`src/inc/sync_latch_regs.vh`:
```
// register map and timing constants of the sync pulse and capture unit
// assumes byte-wide register ports addressed by the printed byte offsets
`ifndef SYNC_LATCH_REGS_VH
`define SYNC_LATCH_REGS_VH

`define ADDR_W              12
`define ACT_STATUS_ADDR     12'h984
`define SYNC_A_STAT_ADDR    12'h98E
`define SYNC_B_STAT_ADDR    12'h98F
`define START_TIME_ADDR     12'h990
`define NEXT_B_TIME_ADDR    12'h998
`define CYCLE_A_ADDR        12'h9A0
`define CYCLE_B_ADDR        12'h9A4
`define CAP_A_CTRL_ADDR     12'h9A8
`define CAP_B_CTRL_ADDR     12'h9A9
`define CAP_A_STAT_ADDR     12'h9AE
`define CAP_A_RISE_ADDR     12'h9B0
`define CAP_A_FALL_ADDR     12'h9B8
`define CAP_B_RISE_ADDR     12'h9C0
`define CAP_B_FALL_ADDR     12'h9C8

`define ACT_PEND_A_BIT      0
`define ACT_PEND_B_BIT      1
`define ACT_PLAUS_BIT       2
`define ACK_STATE_BIT       0
`define CTRL_RISE_BIT       0
`define CTRL_FALL_BIT       1
`define CAP_RISE_FLAG_BIT   0
`define CAP_FALL_FLAG_BIT   1
`define CAP_PIN_BIT         2

`define REG8_RESET          8'h00
`define REG32_RESET         32'h00000000
`define REG64_RESET         64'h0000000000000000
`define CTRL_RESET          2'h0

`define CLK_PERIOD_NS       25
`define PULSE_UNIT_NS       10
`define NEAR_FUTURE_NS      64'h0000000080000000

`endif

```
`src/logic/sync_out_stage.v`:
```
// one sync output: timed pulse or level held until acknowledged by a read
// assumes fire and ack strobes are single-cycle pulses on the same clock
`timescale 1ns/1ps
`include "sync_latch_regs.vh"
module sync_out_stage (
    input  wire        i_clk,
    input  wire        i_rst_n,
    input  wire        i_fire,
    input  wire        i_ack_clr,
    input  wire [15:0] i_pulse_len,
    output wire        o_level,
    output wire        o_ack_state
);
    localparam [23:0] STEP_NS = `CLK_PERIOD_NS;
    localparam [23:0] UNIT_NS = `PULSE_UNIT_NS;

    reg  [23:0] rem_ns_q;
    reg  [23:0] rem_ns_d;
    reg         ack_lvl_q;
    reg         ack_lvl_d;
    wire        ack_mode = (i_pulse_len == 16'h0000);

    always @* begin
        rem_ns_d  = (rem_ns_q > STEP_NS) ? rem_ns_q - STEP_NS : 24'h000000;
        ack_lvl_d = ack_lvl_q;
        if (i_ack_clr)
            ack_lvl_d = 1'b0;
        if (ack_mode && i_fire)
            ack_lvl_d = 1'b1;
        if (!ack_mode)
            ack_lvl_d = 1'b0;
        if (!ack_mode && i_fire)
            rem_ns_d = {8'h00, i_pulse_len} * UNIT_NS;
    end

    always @(posedge i_clk or negedge i_rst_n) begin
        if (!i_rst_n) begin
            rem_ns_q  <= 24'h000000;
            ack_lvl_q <= 1'b0;
        end else begin
            rem_ns_q  <= rem_ns_d;
            ack_lvl_q <= ack_lvl_d;
        end
    end

    assign o_level     = ack_mode ? ack_lvl_q : (rem_ns_q != 24'h000000);
    assign o_ack_state = ack_lvl_q;
endmodule // sync_out_stage

```
`src/logic/edge_capture.v`:
```
// one capture input: synchroniser, edge detect, timestamp and event flags
// assumes the pin is asynchronous and system time is on this clock
`timescale 1ns/1ps
`include "sync_latch_regs.vh"
module edge_capture (
    input  wire        i_clk,
    input  wire        i_rst_n,
    input  wire        i_pin,
    input  wire [63:0] i_sys_time,
    input  wire [1:0]  i_mode,
    input  wire        i_rise_clr,
    input  wire        i_fall_clr,
    output reg  [63:0] o_rise_time,
    output reg  [63:0] o_fall_time,
    output reg         o_rise_flag,
    output reg         o_fall_flag,
    output wire        o_pin_state
);
    reg  meta_q;
    reg  sync_q;
    reg  last_q;
    wire rise = sync_q & ~last_q;
    wire fall = ~sync_q & last_q;
    wire r_single = i_mode[`CTRL_RISE_BIT];
    wire f_single = i_mode[`CTRL_FALL_BIT];
    // a clear in the same cycle reopens capture, so the new edge is kept
    wire r_take = rise & (~r_single | ~o_rise_flag | i_rise_clr);
    wire f_take = fall & (~f_single | ~o_fall_flag | i_fall_clr);

    always @(posedge i_clk or negedge i_rst_n) begin
        if (!i_rst_n) begin
            meta_q      <= 1'b0;
            sync_q      <= 1'b0;
            last_q      <= 1'b0;
            o_rise_time <= `REG64_RESET;
            o_fall_time <= `REG64_RESET;
            o_rise_flag <= 1'b0;
            o_fall_flag <= 1'b0;
        end else begin
            meta_q <= i_pin;
            sync_q <= meta_q;
            last_q <= sync_q;
            if (r_take)
                o_rise_time <= i_sys_time;
            if (f_take)
                o_fall_time <= i_sys_time;
            if (!r_single)
                o_rise_flag <= 1'b0;
            else if (r_take)
                o_rise_flag <= 1'b1;
            else if (i_rise_clr)
                o_rise_flag <= 1'b0;
            if (!f_single)
                o_fall_flag <= 1'b0;
            else if (f_take)
                o_fall_flag <= 1'b1;
            else if (i_fall_clr)
                o_fall_flag <= 1'b0;
        end
    end

    assign o_pin_state = sync_q;
endmodule // edge_capture

```
`src/logic/sync_latch_unit.v`:
```
// sync pulse generator and capture unit with network and host register ports
// assumes system time, frame end and activation controls come from this clock
//
// Notes on behaviour
// - at activation, status bit 2 records whether start time lay outside near future
// - status bit 1 is high while first pulse of output b is pending
// - status bit 0 is high while first pulse of output a is pending
// - ack mode: output a holds until host reads its status, read clears it
// - ack mode: output b holds until host reads its status, read clears it
// - start time write sets cyclic start; read returns next output a time
// - start time writes accepted only while sync ownership is network side
// - auto-activation with only low word written in a frame extends upper word
// - read-only register gives time of next output b pulse
// - output a pulses are spaced by the 32-bit cycle time in ns
// - cycle time zero gives a single output a pulse
// - output b follows each output a pulse by the second cycle time
// - cycle time writes only from the side owning the sync unit
// - capture a control: bit 1 falling, bit 0 rising; 1 means single event
// - capture b control uses the same per-edge mode bits
// - capture a control writes only from its owning side
// - capture b control writes only from its owning side
// - capture a status bit 1 flags a falling edge in single mode only
// - reading the falling timestamp clears the falling flag
// - capture a status bit 0 flags a rising edge in single mode only
// - reading the rising timestamp clears the rising flag
// - pulse length zero selects acknowledge mode
// - ownership bit 0 means network side, 1 means host port
// - system time captured on each accepted rising edge of capture a
`timescale 1ns/1ps
`include "sync_latch_regs.vh"
module sync_latch_unit (
    input  wire        I_SYS_CLK,
    input  wire        I_RST_N,
    input  wire [63:0] I_SYS_TIME,
    input  wire        I_FRAME_END,
    input  wire        I_SYNC_OWNER_HOST,
    input  wire        I_CAPA_OWNER_HOST,
    input  wire        I_CAPB_OWNER_HOST,
    input  wire        I_UNIT_ACTIVATE,
    input  wire        I_GEN_A_EN,
    input  wire        I_GEN_B_EN,
    input  wire        I_AUTO_ACTIVATE,
    input  wire        I_PLAUS_CHECK_EN,
    input  wire [15:0] I_PULSE_LEN,
    input  wire [11:0] I_NM_ADDR,
    input  wire        I_NM_WR,
    input  wire        I_NM_RD,
    input  wire [7:0]  I_NM_WDATA,
    output reg  [7:0]  O_NM_RDATA,
    input  wire [11:0] I_HP_ADDR,
    input  wire        I_HP_WR,
    input  wire        I_HP_RD,
    input  wire [7:0]  I_HP_WDATA,
    output reg  [7:0]  O_HP_RDATA,
    input  wire        I_CAPTURE_INPUT_A,
    input  wire        I_CAPTURE_INPUT_B,
    output wire        O_SYNC_PULSE_OUT_A,
    output wire        O_SYNC_PULSE_OUT_B
);
    reg  [63:0] start_q;
    reg  [63:0] next_a_q;
    reg  [63:0] next_b_q;
    reg  [31:0] cycle_a_q;
    reg  [31:0] cycle_b_q;
    reg  [1:0]  cap_a_mode_q;
    reg  [1:0]  cap_b_mode_q;
    reg         run_q;
    reg         armed_b_q;
    reg         pend_a_q;
    reg         pend_b_q;
    reg         plaus_q;
    reg         lo_wr_q;
    reg         hi_wr_q;
    reg         act_last_q;

    wire [63:0] a_rise_t;
    wire [63:0] a_fall_t;
    wire [63:0] b_rise_t;
    wire [63:0] b_fall_t;
    wire        a_rise_f;
    wire        a_fall_f;
    wire        a_pin;
    wire        ack_a;
    wire        ack_b;

    // byte of a 64-bit value, index counted from the lowest address
    function [7:0] byte_of;
        input [63:0] v;
        input [2:0]  k;
        begin
            byte_of = v[{k, 3'b000} +: 8];
        end
    endfunction

    // true when addr lies in the n-byte window starting at base
    function in_win;
        input [11:0] addr;
        input [11:0] base;
        input [3:0]  n;
        begin
            in_win = (addr >= base) && (addr < base + {8'h00, n});
        end
    endfunction

    // signed difference not negative: time t has been reached
    function reached;
        input [63:0] now;
        input [63:0] t;
        reg   [63:0] diff;
        begin
            diff    = now - t;
            reached = ~diff[63];
        end
    endfunction

    // read value of one byte address, reserved bits zero
    function [7:0] read_map;
        input [11:0] a;
        reg   [2:0]  k;
        begin
            k        = a[2:0];
            read_map = `REG8_RESET;
            if (a == `ACT_STATUS_ADDR)
                read_map = {5'h00, plaus_q, pend_b_q, pend_a_q};
            else if (a == `SYNC_A_STAT_ADDR)
                read_map = {7'h00, ack_a};
            else if (a == `SYNC_B_STAT_ADDR)
                read_map = {7'h00, ack_b};
            else if (in_win(a, `START_TIME_ADDR, 4'h8))
                read_map = byte_of(next_a_q, k);
            else if (in_win(a, `NEXT_B_TIME_ADDR, 4'h8))
                read_map = byte_of(next_b_q, k);
            else if (in_win(a, `CYCLE_A_ADDR, 4'h4))
                read_map = byte_of({32'h00000000, cycle_a_q}, k);
            else if (in_win(a, `CYCLE_B_ADDR, 4'h4))
                read_map = byte_of({32'h00000000, cycle_b_q}, {1'b0, k[1:0]});
            else if (a == `CAP_A_CTRL_ADDR)
                read_map = {6'h00, cap_a_mode_q};
            else if (a == `CAP_B_CTRL_ADDR)
                read_map = {6'h00, cap_b_mode_q};
            else if (a == `CAP_A_STAT_ADDR)
                read_map = {5'h00, a_pin, a_fall_f, a_rise_f};
            else if (in_win(a, `CAP_A_RISE_ADDR, 4'h8))
                read_map = byte_of(a_rise_t, k);
            else if (in_win(a, `CAP_A_FALL_ADDR, 4'h8))
                read_map = byte_of(a_fall_t, k);
            else if (in_win(a, `CAP_B_RISE_ADDR, 4'h8))
                read_map = byte_of(b_rise_t, k);
            else if (in_win(a, `CAP_B_FALL_ADDR, 4'h8))
                read_map = byte_of(b_fall_t, k);
        end
    endfunction

    // the owning side's write strobe, address and data
    wire        s_wr   = I_SYNC_OWNER_HOST ? I_HP_WR : I_NM_WR;
    wire [11:0] s_addr = I_SYNC_OWNER_HOST ? I_HP_ADDR : I_NM_ADDR;
    wire [7:0]  s_data = I_SYNC_OWNER_HOST ? I_HP_WDATA : I_NM_WDATA;
    wire        ca_wr  = I_CAPA_OWNER_HOST ? I_HP_WR : I_NM_WR;
    wire [11:0] ca_adr = I_CAPA_OWNER_HOST ? I_HP_ADDR : I_NM_ADDR;
    wire [7:0]  ca_dat = I_CAPA_OWNER_HOST ? I_HP_WDATA : I_NM_WDATA;
    wire        ca_rd  = I_CAPA_OWNER_HOST ? I_HP_RD : I_NM_RD;
    wire [11:0] ca_radr = I_CAPA_OWNER_HOST ? I_HP_ADDR : I_NM_ADDR;
    wire        cb_wr  = I_CAPB_OWNER_HOST ? I_HP_WR : I_NM_WR;
    wire [11:0] cb_adr = I_CAPB_OWNER_HOST ? I_HP_ADDR : I_NM_ADDR;
    wire [7:0]  cb_dat = I_CAPB_OWNER_HOST ? I_HP_WDATA : I_NM_WDATA;

    wire st_wr = I_NM_WR && !I_SYNC_OWNER_HOST
                 && in_win(I_NM_ADDR, `START_TIME_ADDR, 4'h8);
    wire [2:0] st_k = I_NM_ADDR[2:0];

    // activation: rising edge of the activate control or auto-activation
    wire auto_ev = I_AUTO_ACTIVATE && I_FRAME_END && (lo_wr_q || hi_wr_q);
    wire act_ev  = (I_UNIT_ACTIVATE && !act_last_q) || auto_ev;
    wire deact   = !I_UNIT_ACTIVATE && act_last_q;

    // upper word carried over from system time, wrapping forward if needed
    wire [31:0] ext_hi = I_SYS_TIME[63:32]
                         + {31'h00000000, (start_q[31:0] < I_SYS_TIME[31:0])};
    wire        do_ext = auto_ev && lo_wr_q && !hi_wr_q;
    wire [63:0] start_eff = do_ext ? {ext_hi, start_q[31:0]} : start_q;
    wire [63:0] ahead = start_eff - I_SYS_TIME;
    wire        out_near = (ahead >= `NEAR_FUTURE_NS);

    wire fire_a = run_q && I_GEN_A_EN && reached(I_SYS_TIME, next_a_q);
    wire fire_b = armed_b_q && I_GEN_B_EN && reached(I_SYS_TIME, next_b_q);

    integer i;

    always @(posedge I_SYS_CLK or negedge I_RST_N) begin
        if (!I_RST_N) begin
            start_q      <= `REG64_RESET;
            cycle_a_q    <= `REG32_RESET;
            cycle_b_q    <= `REG32_RESET;
            cap_a_mode_q <= `CTRL_RESET;
            cap_b_mode_q <= `CTRL_RESET;
            lo_wr_q      <= 1'b0;
            hi_wr_q      <= 1'b0;
        end else begin
            for (i = 0; i < 8; i = i + 1) begin
                if (st_wr && st_k == i[2:0])
                    start_q[i*8 +: 8] <= I_NM_WDATA;
            end
            if (do_ext)
                start_q[63:32] <= ext_hi;
            if (I_FRAME_END) begin
                lo_wr_q <= 1'b0;
                hi_wr_q <= 1'b0;
            end else if (st_wr) begin
                lo_wr_q <= lo_wr_q | ~st_k[2];
                hi_wr_q <= hi_wr_q | st_k[2];
            end
            for (i = 0; i < 4; i = i + 1) begin
                if (s_wr && s_addr == `CYCLE_A_ADDR + i[11:0])
                    cycle_a_q[i*8 +: 8] <= s_data;
                if (s_wr && s_addr == `CYCLE_B_ADDR + i[11:0])
                    cycle_b_q[i*8 +: 8] <= s_data;
            end
            if (ca_wr && ca_adr == `CAP_A_CTRL_ADDR)
                cap_a_mode_q <= ca_dat[1:0];
            if (cb_wr && cb_adr == `CAP_B_CTRL_ADDR)
                cap_b_mode_q <= cb_dat[1:0];
        end
    end

    always @(posedge I_SYS_CLK or negedge I_RST_N) begin
        if (!I_RST_N) begin
            next_a_q   <= `REG64_RESET;
            next_b_q   <= `REG64_RESET;
            run_q      <= 1'b0;
            armed_b_q  <= 1'b0;
            pend_a_q   <= 1'b0;
            pend_b_q   <= 1'b0;
            plaus_q    <= 1'b0;
            act_last_q <= 1'b0;
        end else begin
            act_last_q <= I_UNIT_ACTIVATE;
            if (act_ev) begin
                run_q     <= 1'b1;
                armed_b_q <= 1'b0;
                pend_a_q  <= I_GEN_A_EN;
                pend_b_q  <= I_GEN_B_EN;
                plaus_q   <= out_near;
                if (I_PLAUS_CHECK_EN && out_near)
                    next_a_q <= I_SYS_TIME;
                else
                    next_a_q <= start_eff;
            end else if (deact) begin
                run_q     <= 1'b0;
                armed_b_q <= 1'b0;
                pend_a_q  <= 1'b0;
                pend_b_q  <= 1'b0;
            end else begin
                if (fire_a) begin
                    pend_a_q  <= 1'b0;
                    armed_b_q <= 1'b1;
                    next_b_q  <= next_a_q + {32'h00000000, cycle_b_q};
                    if (cycle_a_q == `REG32_RESET)
                        run_q <= 1'b0;
                    else
                        next_a_q <= next_a_q + {32'h00000000, cycle_a_q};
                end
                if (fire_b && !fire_a) begin
                    armed_b_q <= 1'b0;
                    pend_b_q  <= 1'b0;
                end else if (fire_b) begin
                    pend_b_q  <= 1'b0;
                end
            end
        end
    end

    // register read data, one cycle after the read strobe
    always @(posedge I_SYS_CLK or negedge I_RST_N) begin
        if (!I_RST_N) begin
            O_NM_RDATA <= `REG8_RESET;
            O_HP_RDATA <= `REG8_RESET;
        end else begin
            O_NM_RDATA <= I_NM_RD ? read_map(I_NM_ADDR) : `REG8_RESET;
            O_HP_RDATA <= I_HP_RD ? read_map(I_HP_ADDR) : `REG8_RESET;
        end
    end

    wire ack_a_clr = I_HP_RD && I_HP_ADDR == `SYNC_A_STAT_ADDR;
    wire ack_b_clr = I_HP_RD && I_HP_ADDR == `SYNC_B_STAT_ADDR;
    wire a_rise_clr = ca_rd && ca_radr == `CAP_A_RISE_ADDR;
    wire a_fall_clr = ca_rd && ca_radr == `CAP_A_FALL_ADDR;

    sync_out_stage u_out_a (
        .i_clk       (I_SYS_CLK),
        .i_rst_n     (I_RST_N),
        .i_fire      (fire_a),
        .i_ack_clr   (ack_a_clr),
        .i_pulse_len (I_PULSE_LEN),
        .o_level     (O_SYNC_PULSE_OUT_A),
        .o_ack_state (ack_a)
    );

    sync_out_stage u_out_b (
        .i_clk       (I_SYS_CLK),
        .i_rst_n     (I_RST_N),
        .i_fire      (fire_b),
        .i_ack_clr   (ack_b_clr),
        .i_pulse_len (I_PULSE_LEN),
        .o_level     (O_SYNC_PULSE_OUT_B),
        .o_ack_state (ack_b)
    );

    edge_capture u_cap_a (
        .i_clk       (I_SYS_CLK),
        .i_rst_n     (I_RST_N),
        .i_pin       (I_CAPTURE_INPUT_A),
        .i_sys_time  (I_SYS_TIME),
        .i_mode      (cap_a_mode_q),
        .i_rise_clr  (a_rise_clr),
        .i_fall_clr  (a_fall_clr),
        .o_rise_time (a_rise_t),
        .o_fall_time (a_fall_t),
        .o_rise_flag (a_rise_f),
        .o_fall_flag (a_fall_f),
        .o_pin_state (a_pin)
    );

    edge_capture u_cap_b (
        .i_clk       (I_SYS_CLK),
        .i_rst_n     (I_RST_N),
        .i_pin       (I_CAPTURE_INPUT_B),
        .i_sys_time  (I_SYS_TIME),
        .i_mode      (cap_b_mode_q),
        .i_rise_clr  (1'b0),
        .i_fall_clr  (1'b0),
        .o_rise_time (b_rise_t),
        .o_fall_time (b_fall_t),
        .o_rise_flag (),
        .o_fall_flag (),
        .o_pin_state ()
    );
endmodule // sync_latch_unit

```
`config.mk`:
```
export PLATFORM = sky130hd
export DESIGN_NAME = sync_latch_unit
export DESIGN_NICKNAME = d
export VERILOG_FILES = /design/src/logic/sync_out_stage.v /design/src/logic/edge_capture.v /design/src/logic/sync_latch_unit.v
export VERILOG_INCLUDE_DIRS = /design/src /design/src/inc
export SDC_FILE = /design/constraint.sdc
export NUM_CORES = 2
export LEC_CHECK = 0
export BUFFER_PORTS_ARGS = -buffer_cell sky130_fd_sc_hd__buf_2
export CAP_MARGIN = 20
export CORE_ASPECT_RATIO = 0.9
export CORE_MARGIN = 1.5
export CORE_UTILIZATION = 65
export DETAILED_ROUTE_END_ITERATION = 12
export PLACE_DENSITY = 0.79
export SYNTH_ARGS = -nofsm -noshare
export SYNTH_HDL_FRONTEND = slang
export SYNTH_HIERARCHICAL = 1
export SYNTH_SLANG_ARGS = --single-unit
export TNS_END_PERCENT = 1
```
`constraint.sdc`:
```
create_clock -name I_SYS_CLK -period 14 [get_ports I_SYS_CLK]
set_input_delay 0.7 -clock I_SYS_CLK [delete_from_list [all_inputs] [get_ports I_SYS_CLK]]
set_output_delay 0.7 -clock I_SYS_CLK [all_outputs]
set_load 0.01 [all_outputs]
```
Word level (Yosys, flattened, before mapping)
Index checks and enable logic that the tools add are counted.

cells by class
  $add $sub $neg = 8
  multipliers = 1
  magnitude comparators = 36
  equal/unequal tests = 39
  shift operators = 16
  mux-type cells = 92
  bitwise gates (word level) = 33
  reductions and logical operators = 82

operators with widths
  operator                 number
  $shiftx A64 B7 Y8        14
  $mux W64                 6
  $eq A12 B12 Y1 const B   24
  $mux W8                  35
  $ge A12 B12 Y1 const B   16
  $lt A12 B12 Y1 const B   16
  $sub A64 B64 Y64         3
  $add A64 B32 Y64         2
  $shiftx A64 B6 Y8        2
  $mux W24                 4
  $ge A64 B32 Y1 const B   1
  $logic_and A1 B1 Y1      56
  $gt A24 B5 Y1 const B    2
  $reduce_bool A24 Y1      2
  $sub A24 B5 Y24 const B  2
  $mux W1                  41
  $mux W12                 3
  $add A32 B1 Y32          1
  $logic_not A32 Y1        1
  $lt A32 B32 Y1           1
  $mux W32                 1
  $mul A16 B3 Y19 const B  1
  $not A1 Y1               17
  $logic_not A16 Y1        1
  19 further kinds         55

word-level totals
  register bits = 600
  input bits = 137
  output and inout bits = 18
  logic and storage cells = 355

Depth between registers and ports, before layout
  depth after elaboration = 17
  mapped depth = 36
  gate-level depth less buffers = 33

By module
The synthesis kept the hierarchy.

modules (own cells, without submodules)
  module                     times used  cells an instance  area each (um2)  seq. area each (um2)
  sync_latch_unit            1           3530               31472.7          7106.8
  edge_capture               2           283                5216.3           3328.2
  sync_out_stage at u_out_a  1           253                2269.7           625.6
  sync_out_stage at u_out_b  1           253                2263.4           625.6

Worst setup path before layout
No wires, ideal clock.

  path kind = input to register
  start = in I_SYS_TIME[0]
  end = reg next_a_q[63]
  arrival = 6.653 ns
  slack = 7.209 ns
  stages on the path = 33
  path buffers = 2
  cell sequence = ha_1 > fa_1 > nand3b_1 > a2111oi_2 > a211oi_1 > a2111oi_4 > o21ai_2 > ha_1 > ha_1 > and3_1 > nand3_1 > nor2_1 > nand4_1 > nor3_1 > and2_1 > xnor2_1 > nand2_1 > o21a_1 > ha_1 > clkbuf_1 > nand2_1 > o21bai_1 > a21oi_1 > xor2_1 > nand2b_1 > mux2i_1 > nand4_1 > or4_1 > nor4_2 > a41oi_2 > buf_6 > a2111oi_2 > a211oi_2

between the ends
  longest elaborated chain between the ends = 8
  elaborated cells between the ends (all ways) = 13
  classes of those cells = add/sub: 3; order compare: 2; mux: 3; bitwise: 1; reduce/logical: 4

ends and longest elaborated chain
  what                      RTL line               RTL
  start, declared           sync_latch_unit.v:34   input wire [63:0] I_SYS_TIME,
  $lt A32 B32 Y1            sync_latch_unit.v:178  + {31'h00000000, (start_q[31:0] < I_SYS_TIME[31:0])};
  $add A32 B1 Y32           sync_latch_unit.v:178
  $mux W64                  sync_latch_unit.v:180  wire [63:0] start_eff = do_ext ? {ext_hi, start_q[31:0]} : start_q;
  $sub A64 B64 Y64          sync_latch_unit.v:181  wire [63:0] ahead = start_eff - I_SYS_TIME;
  $ge A64 B32 Y1 (no line)  -
  $logic_and A1 B1 Y1       sync_latch_unit.v:243  if (I_PLAUS_CHECK_EN && out_near)
  $mux W64                  sync_latch_unit.v:243
  $mux W64                  sync_latch_unit.v:237  if (act_ev) begin
  end signal, assigned      sync_latch_unit.v:227  next_a_q <= `REG64_RESET;
  end signal, assigned      sync_latch_unit.v:246  next_a_q <= start_eff;
  end signal, assigned      sync_latch_unit.v:260  next_a_q <= next_a_q + {32'h00000000, cycle_a_q};
  end, declared             sync_latch_unit.v:61   reg [63:0] next_a_q;

Parallel ways exist; a longest one is shown, timed or not.
A chain may end at the register's enable or synchronous reset.

Worst setup path in the final report
  start = in I_SYS_TIME[22]
  end = reg next_a_q[9]

Same word-level chain as after synthesis.

==> summary.md <==
| Metric | Value |
|---|---|
| Count of placed standard cells in the final layout, fillers left out | `5660` |
| Clock insertion delay at the later pin of the skew report | `640 ps` |
| Post-route antenna net violation count | `0` |
| Post-synthesis to final-layout area growth | `7.98%` |
| Proportion of register bits with asynchronous set or reset after synthesis | `100%` |
| Area of the placeable core | `70300 um^2` |
| Post-CTS Setup Inserts | `0` |
| Site Rows | `a little over 90` |
| Worst path required time | `approximately 14000 ps` |
| Deepest clock path buffer count | `3` |
| Worst Path Max Fanout | `between 50 and 60` |
| Count of fill cells added during filler insertion | `5223` |
| Die Span Y | `257 um` |
| Worst Setup Start Kind | `input pin` |
| Cell area after synthesis | `46400 um^2` |
| Number of flops mapped to enable cells by yosys | `0` |
| Count of cells resized by post-cts repair | `0` |
| Starting density of the core | `66.0%` |
| Period utilisation layout | `63.7%` |
| Pin count of the biggest net entering global routing | `168` |
| Setup Crit Path Kind | `in2reg` |
| Number of instances in the synthesized netlist | `about 4600` |
| Unrepaired setup endpoints after global routing | `no` |
| Clock transition at path regs | `60 ps` |
| Total count of hold-check failures in the final report | `0` |
| Overall power consumption | `6470 uW` |
| Clock sink total | `600` |
| Sequential area share after synthesis | `approximately 32%` |
| Detailed placement HPWL | `127 mm` |
| Synth warnings | `6` |
| Number of detailed-routing iterations run before antenna repair | `10` |
| Run status | `finished clean` |
| Most frequent standard cell in the layout excluding fill and tap cells | `sky130_fd_sc_hd__dfrtp_1` |
| Fraction of layout instances using a drive strength above 1 | `19.0%` |
| Largest vdd supply drop | `0.0994 mV` |
| Maximum single-stage delay on the critical path | `830 ps` |
| Clock period minus worst slack | `8910 ps` |
| Leak | `0.0223 uW` |
| Count of distinct cell types in the synthesized netlist | `101` |
| Placer's final routability congestion estimate | `1.08` |
| Max-cap violations | `0` |
| Chip width | `around 280 um` |
| Total via count in the routed design | `40700` |
| Final layout net count | `5124` |
| Highest-count cells in the layout ignoring fill and taps | `sky130_fd_sc_hd__dfrtp_1 (600), sky130_fd_sc_hd__nand2_1 (352), sky130_fd_sc_hd__a21oi_1 (344)` |
| Ys flop type | `sky130_fd_sc_hd__dfrtp_1` |
| GRT Total Usage | `46.7%` |
| Number of antenna violations at the first check in global routing | `8` |
| Number of hold buffers added after CTS | `0` |
| Number of buffers inserted by port buffering | `154` |
| Global-route wire length before repair | `255 mm` |
| Routed wire length | `172 mm` |
| CTS tree | `yes` |
| Global route overflow | `0` |
| Library cell contributing the largest single delay on the critical path | `sky130_fd_sc_hd__buf_4` |
| Max_slew headroom | `17.0%` |
| Overall die area | `73100 um^2` |
| Crit path arrival time | `9390 ps` |
| Number of setup violations in the final report | `0` |
| Mean post-synth cell area | `10.1 um^2` |
| DRC marker count from the first detailed-route iteration | `5275` |
| Number of global-route vias before repair | `39000` |
| Worst slew pin tran | `1240 ps` |
| Count of final max-slew check failures | `0` |
| Number of top-level pins | `155` |
| Vias per std cell | `7.19` |
| Num CTS Buffers | `67` |
| Register bit total from synthesis | `600` |
| Fmax achieved | `112 MHz` |
| Cell count after placement | `5531` |
| Critical Path Sink Type | `register` |
| DR WL/cell | `30.4 um` |
| Depth of the CTS H-tree | `3` |
| Max Clock Skew | `slightly below 40 ps` |
| Pwr dens | `129 nW/um^2` |
| Summed negative setup slack over all endpoints | `0 ps` |
| Clock Tree Root | `sky130_fd_sc_hd__clkbuf_16` |
| Kind of path behind the tightest hold check | `in2async` |
| Post-route DRC | `0` |
[cells in the mapped netlist, types with 9 or more instances]
master / n / area, um^2
sky130_fd_sc_hd__mux4_2: 230 / 5180
sky130_fd_sc_hd__mux2i_1: 174 / 1740
sky130_fd_sc_hd__a2111oi_0: 9 / 78.8
sky130_fd_sc_hd__mux2_1: 10 / 113
sky130_fd_sc_hd__and4_1: 13 / 114
sky130_fd_sc_hd__o2111ai_1: 16 / 140
sky130_fd_sc_hd__o21ai_1: 16 / 80.1
sky130_fd_sc_hd__mux2_4: 120 / 1800
sky130_fd_sc_hd__xor2_1: 50 / 438
sky130_fd_sc_hd__o211ai_1: 25 / 188
sky130_fd_sc_hd__nand3_1: 71 / 355
sky130_fd_sc_hd__o221ai_1: 17 / 149
sky130_fd_sc_hd__buf_6: 32 / 360
sky130_fd_sc_hd__or3_1: 12 / 75.1
sky130_fd_sc_hd__clkbuf_1: 136 / 510
sky130_fd_sc_hd__and3_1: 34 / 213
sky130_fd_sc_hd__and2_1: 18 / 113
sky130_fd_sc_hd__ha_1: 316 / 3950
sky130_fd_sc_hd__a21o_1: 83 / 623
sky130_fd_sc_hd__nand4_1: 82 / 513
sky130_fd_sc_hd__o22ai_1: 30 / 188
sky130_fd_sc_hd__o21bai_1: 10 / 75.1
sky130_fd_sc_hd__nand2b_1: 36 / 225
sky130_fd_sc_hd__nor2_1: 335 / 1260
sky130_fd_sc_hd__inv_1: 248 / 931
sky130_fd_sc_hd__o21a_1: 54 / 405
sky130_fd_sc_hd__a22oi_1: 13 / 97.6
sky130_fd_sc_hd__xnor2_1: 158 / 1380
sky130_fd_sc_hd__a221oi_1: 13 / 114
sky130_fd_sc_hd__o21ai_0: 253 / 1270
sky130_fd_sc_hd__buf_1: 35 / 131
sky130_fd_sc_hd__dfrtp_1: 600 / 15000
sky130_fd_sc_hd__nand2_1: 353 / 1330
sky130_fd_sc_hd__a21oi_1: 344 / 1720
sky130_fd_sc_hd__nor2b_1: 55 / 344
sky130_fd_sc_hd__nor4_1: 52 / 325
sky130_fd_sc_hd__a31oi_1: 33 / 206
sky130_fd_sc_hd__or2_2: 16 / 100
sky130_fd_sc_hd__o31ai_1: 15 / 113
sky130_fd_sc_hd__a211oi_1: 56 / 420
sky130_fd_sc_hd__o31a_1: 9 / 78.8
sky130_fd_sc_hd__nor3_1: 89 / 445
sky130_fd_sc_hd__mux2_2: 175 / 1970
[kinds of logic (layout without fill, tap and decap cells)]
kind of cell	count (synthesis)	in the layout	synth area share, %
simple gates	1203	1203	12.4
compound gates	1101	1101	15.1
mux	709	709	23.3
flops	600	600	32.3
buf+inv	459	571	4.26
fa+ha+maj	321	321	8.73
xor+xnor	208	208	3.92
other cells	1	7	0.00808
[area by class of cell]
| type | count | area, um^2 | share of cell area [%] |
|---|---|---|---|
| Clock inverter | 23 | 295 | 0.589 |
| Inverter | 249 | 935 | 1.86 |
| Antenna cell | 5 | 12.5 | 0.0250 |
| Sequential cell | 600 | 15000 | 29.9 |
| Clock buffer | 95 | 1980 | 3.96 |
| Tap cell | 940 | 1180 | 2.35 |
| Timing Repair Buffer | 204 | 1210 | 2.42 |
| Multi-Input combinational cell | 3544 | 29500 | 58.9 |
[flip-flops by register name (all words and copies together) (netlist names), 2 cells and up]
register,flops
next_a_q,64
cycle_b_q,32
u_out_a/rem_ns_q,24
next_b_q,64
u_cap_a/o_rise_time,64
cycle_a_q,32
O_NM_RDATA,8
start_q,64
O_HP_RDATA,8
cap_b_mode_q,2
u_cap_b/o_rise_time,64
u_out_b/rem_ns_q,24
u_cap_a/o_fall_time,64
cap_a_mode_q,2
u_cap_b/o_fall_time,64
[path summary, 6_finish.rpt]
| check | start | to | slack (ps) | cells after the start |
|---|---|---|---|---|
| max in group asynchronous | I_RST_N | lo_wr_q | 10840 | 4 |
| min in group I_SYS_CLK | I_CAPTURE_INPUT_A | u_cap_a/meta_q | 180 | 1 |
| worst max register to register | start_q[13] | next_a_q[9] | 5090 | 31 |
| worst max-delay path | I_SYS_TIME[22] | next_a_q[9] | 5090 | 33 |
| worst min-delay path | I_RST_N | u_cap_a/o_rise_time[0] | 70 | 1 |
| worst min register to register | u_cap_a/meta_q | u_cap_a/o_pin_state | 350 | 0 |
[routing by layer]
metal  GRT usage [%]  up-vias  part of all wire (%)
li1                -    17300                     -
met1            61.8    19800                    37
met2            67.4     2915                    42
met3            17.3      670                    15
met4            23.2        8                   6.3
met5           0.724        -                 0.057
[through the flow]
step	utilization (%)	setup slack (ps)	hold slack, ps	instance area [um^2]
2_1_floorplan	-	7210	331	46400
3_3_place_gp	67.9	5040	335	47800
3_5_place_dp	67.9	4780	335	47800
4_1_cts	71.2	5370	148	50100
5_1_grt	71.3	4400	159	50100
6_report	71.3	5090	73.9	50100
[power by group]
group | internal, uW | switching, uW
clock | 1090 | 786
combinational | 943 | 1190
sequential | 2040 | 426
[critical path, delay by kind of cell]
family / cells / cell delay [ps]
buffers and inverters: 3 / 1290
AO/OA/AOI/OAI: 12 / 3210
adder cells (fa/ha/maj): 4 / 1110
AND/OR/NAND/NOR: 12 / 2500
multiplexers: 1 / 300
XOR/XNOR: 1 / 140
Note: power is estimated with default switching activity, not from simulation.
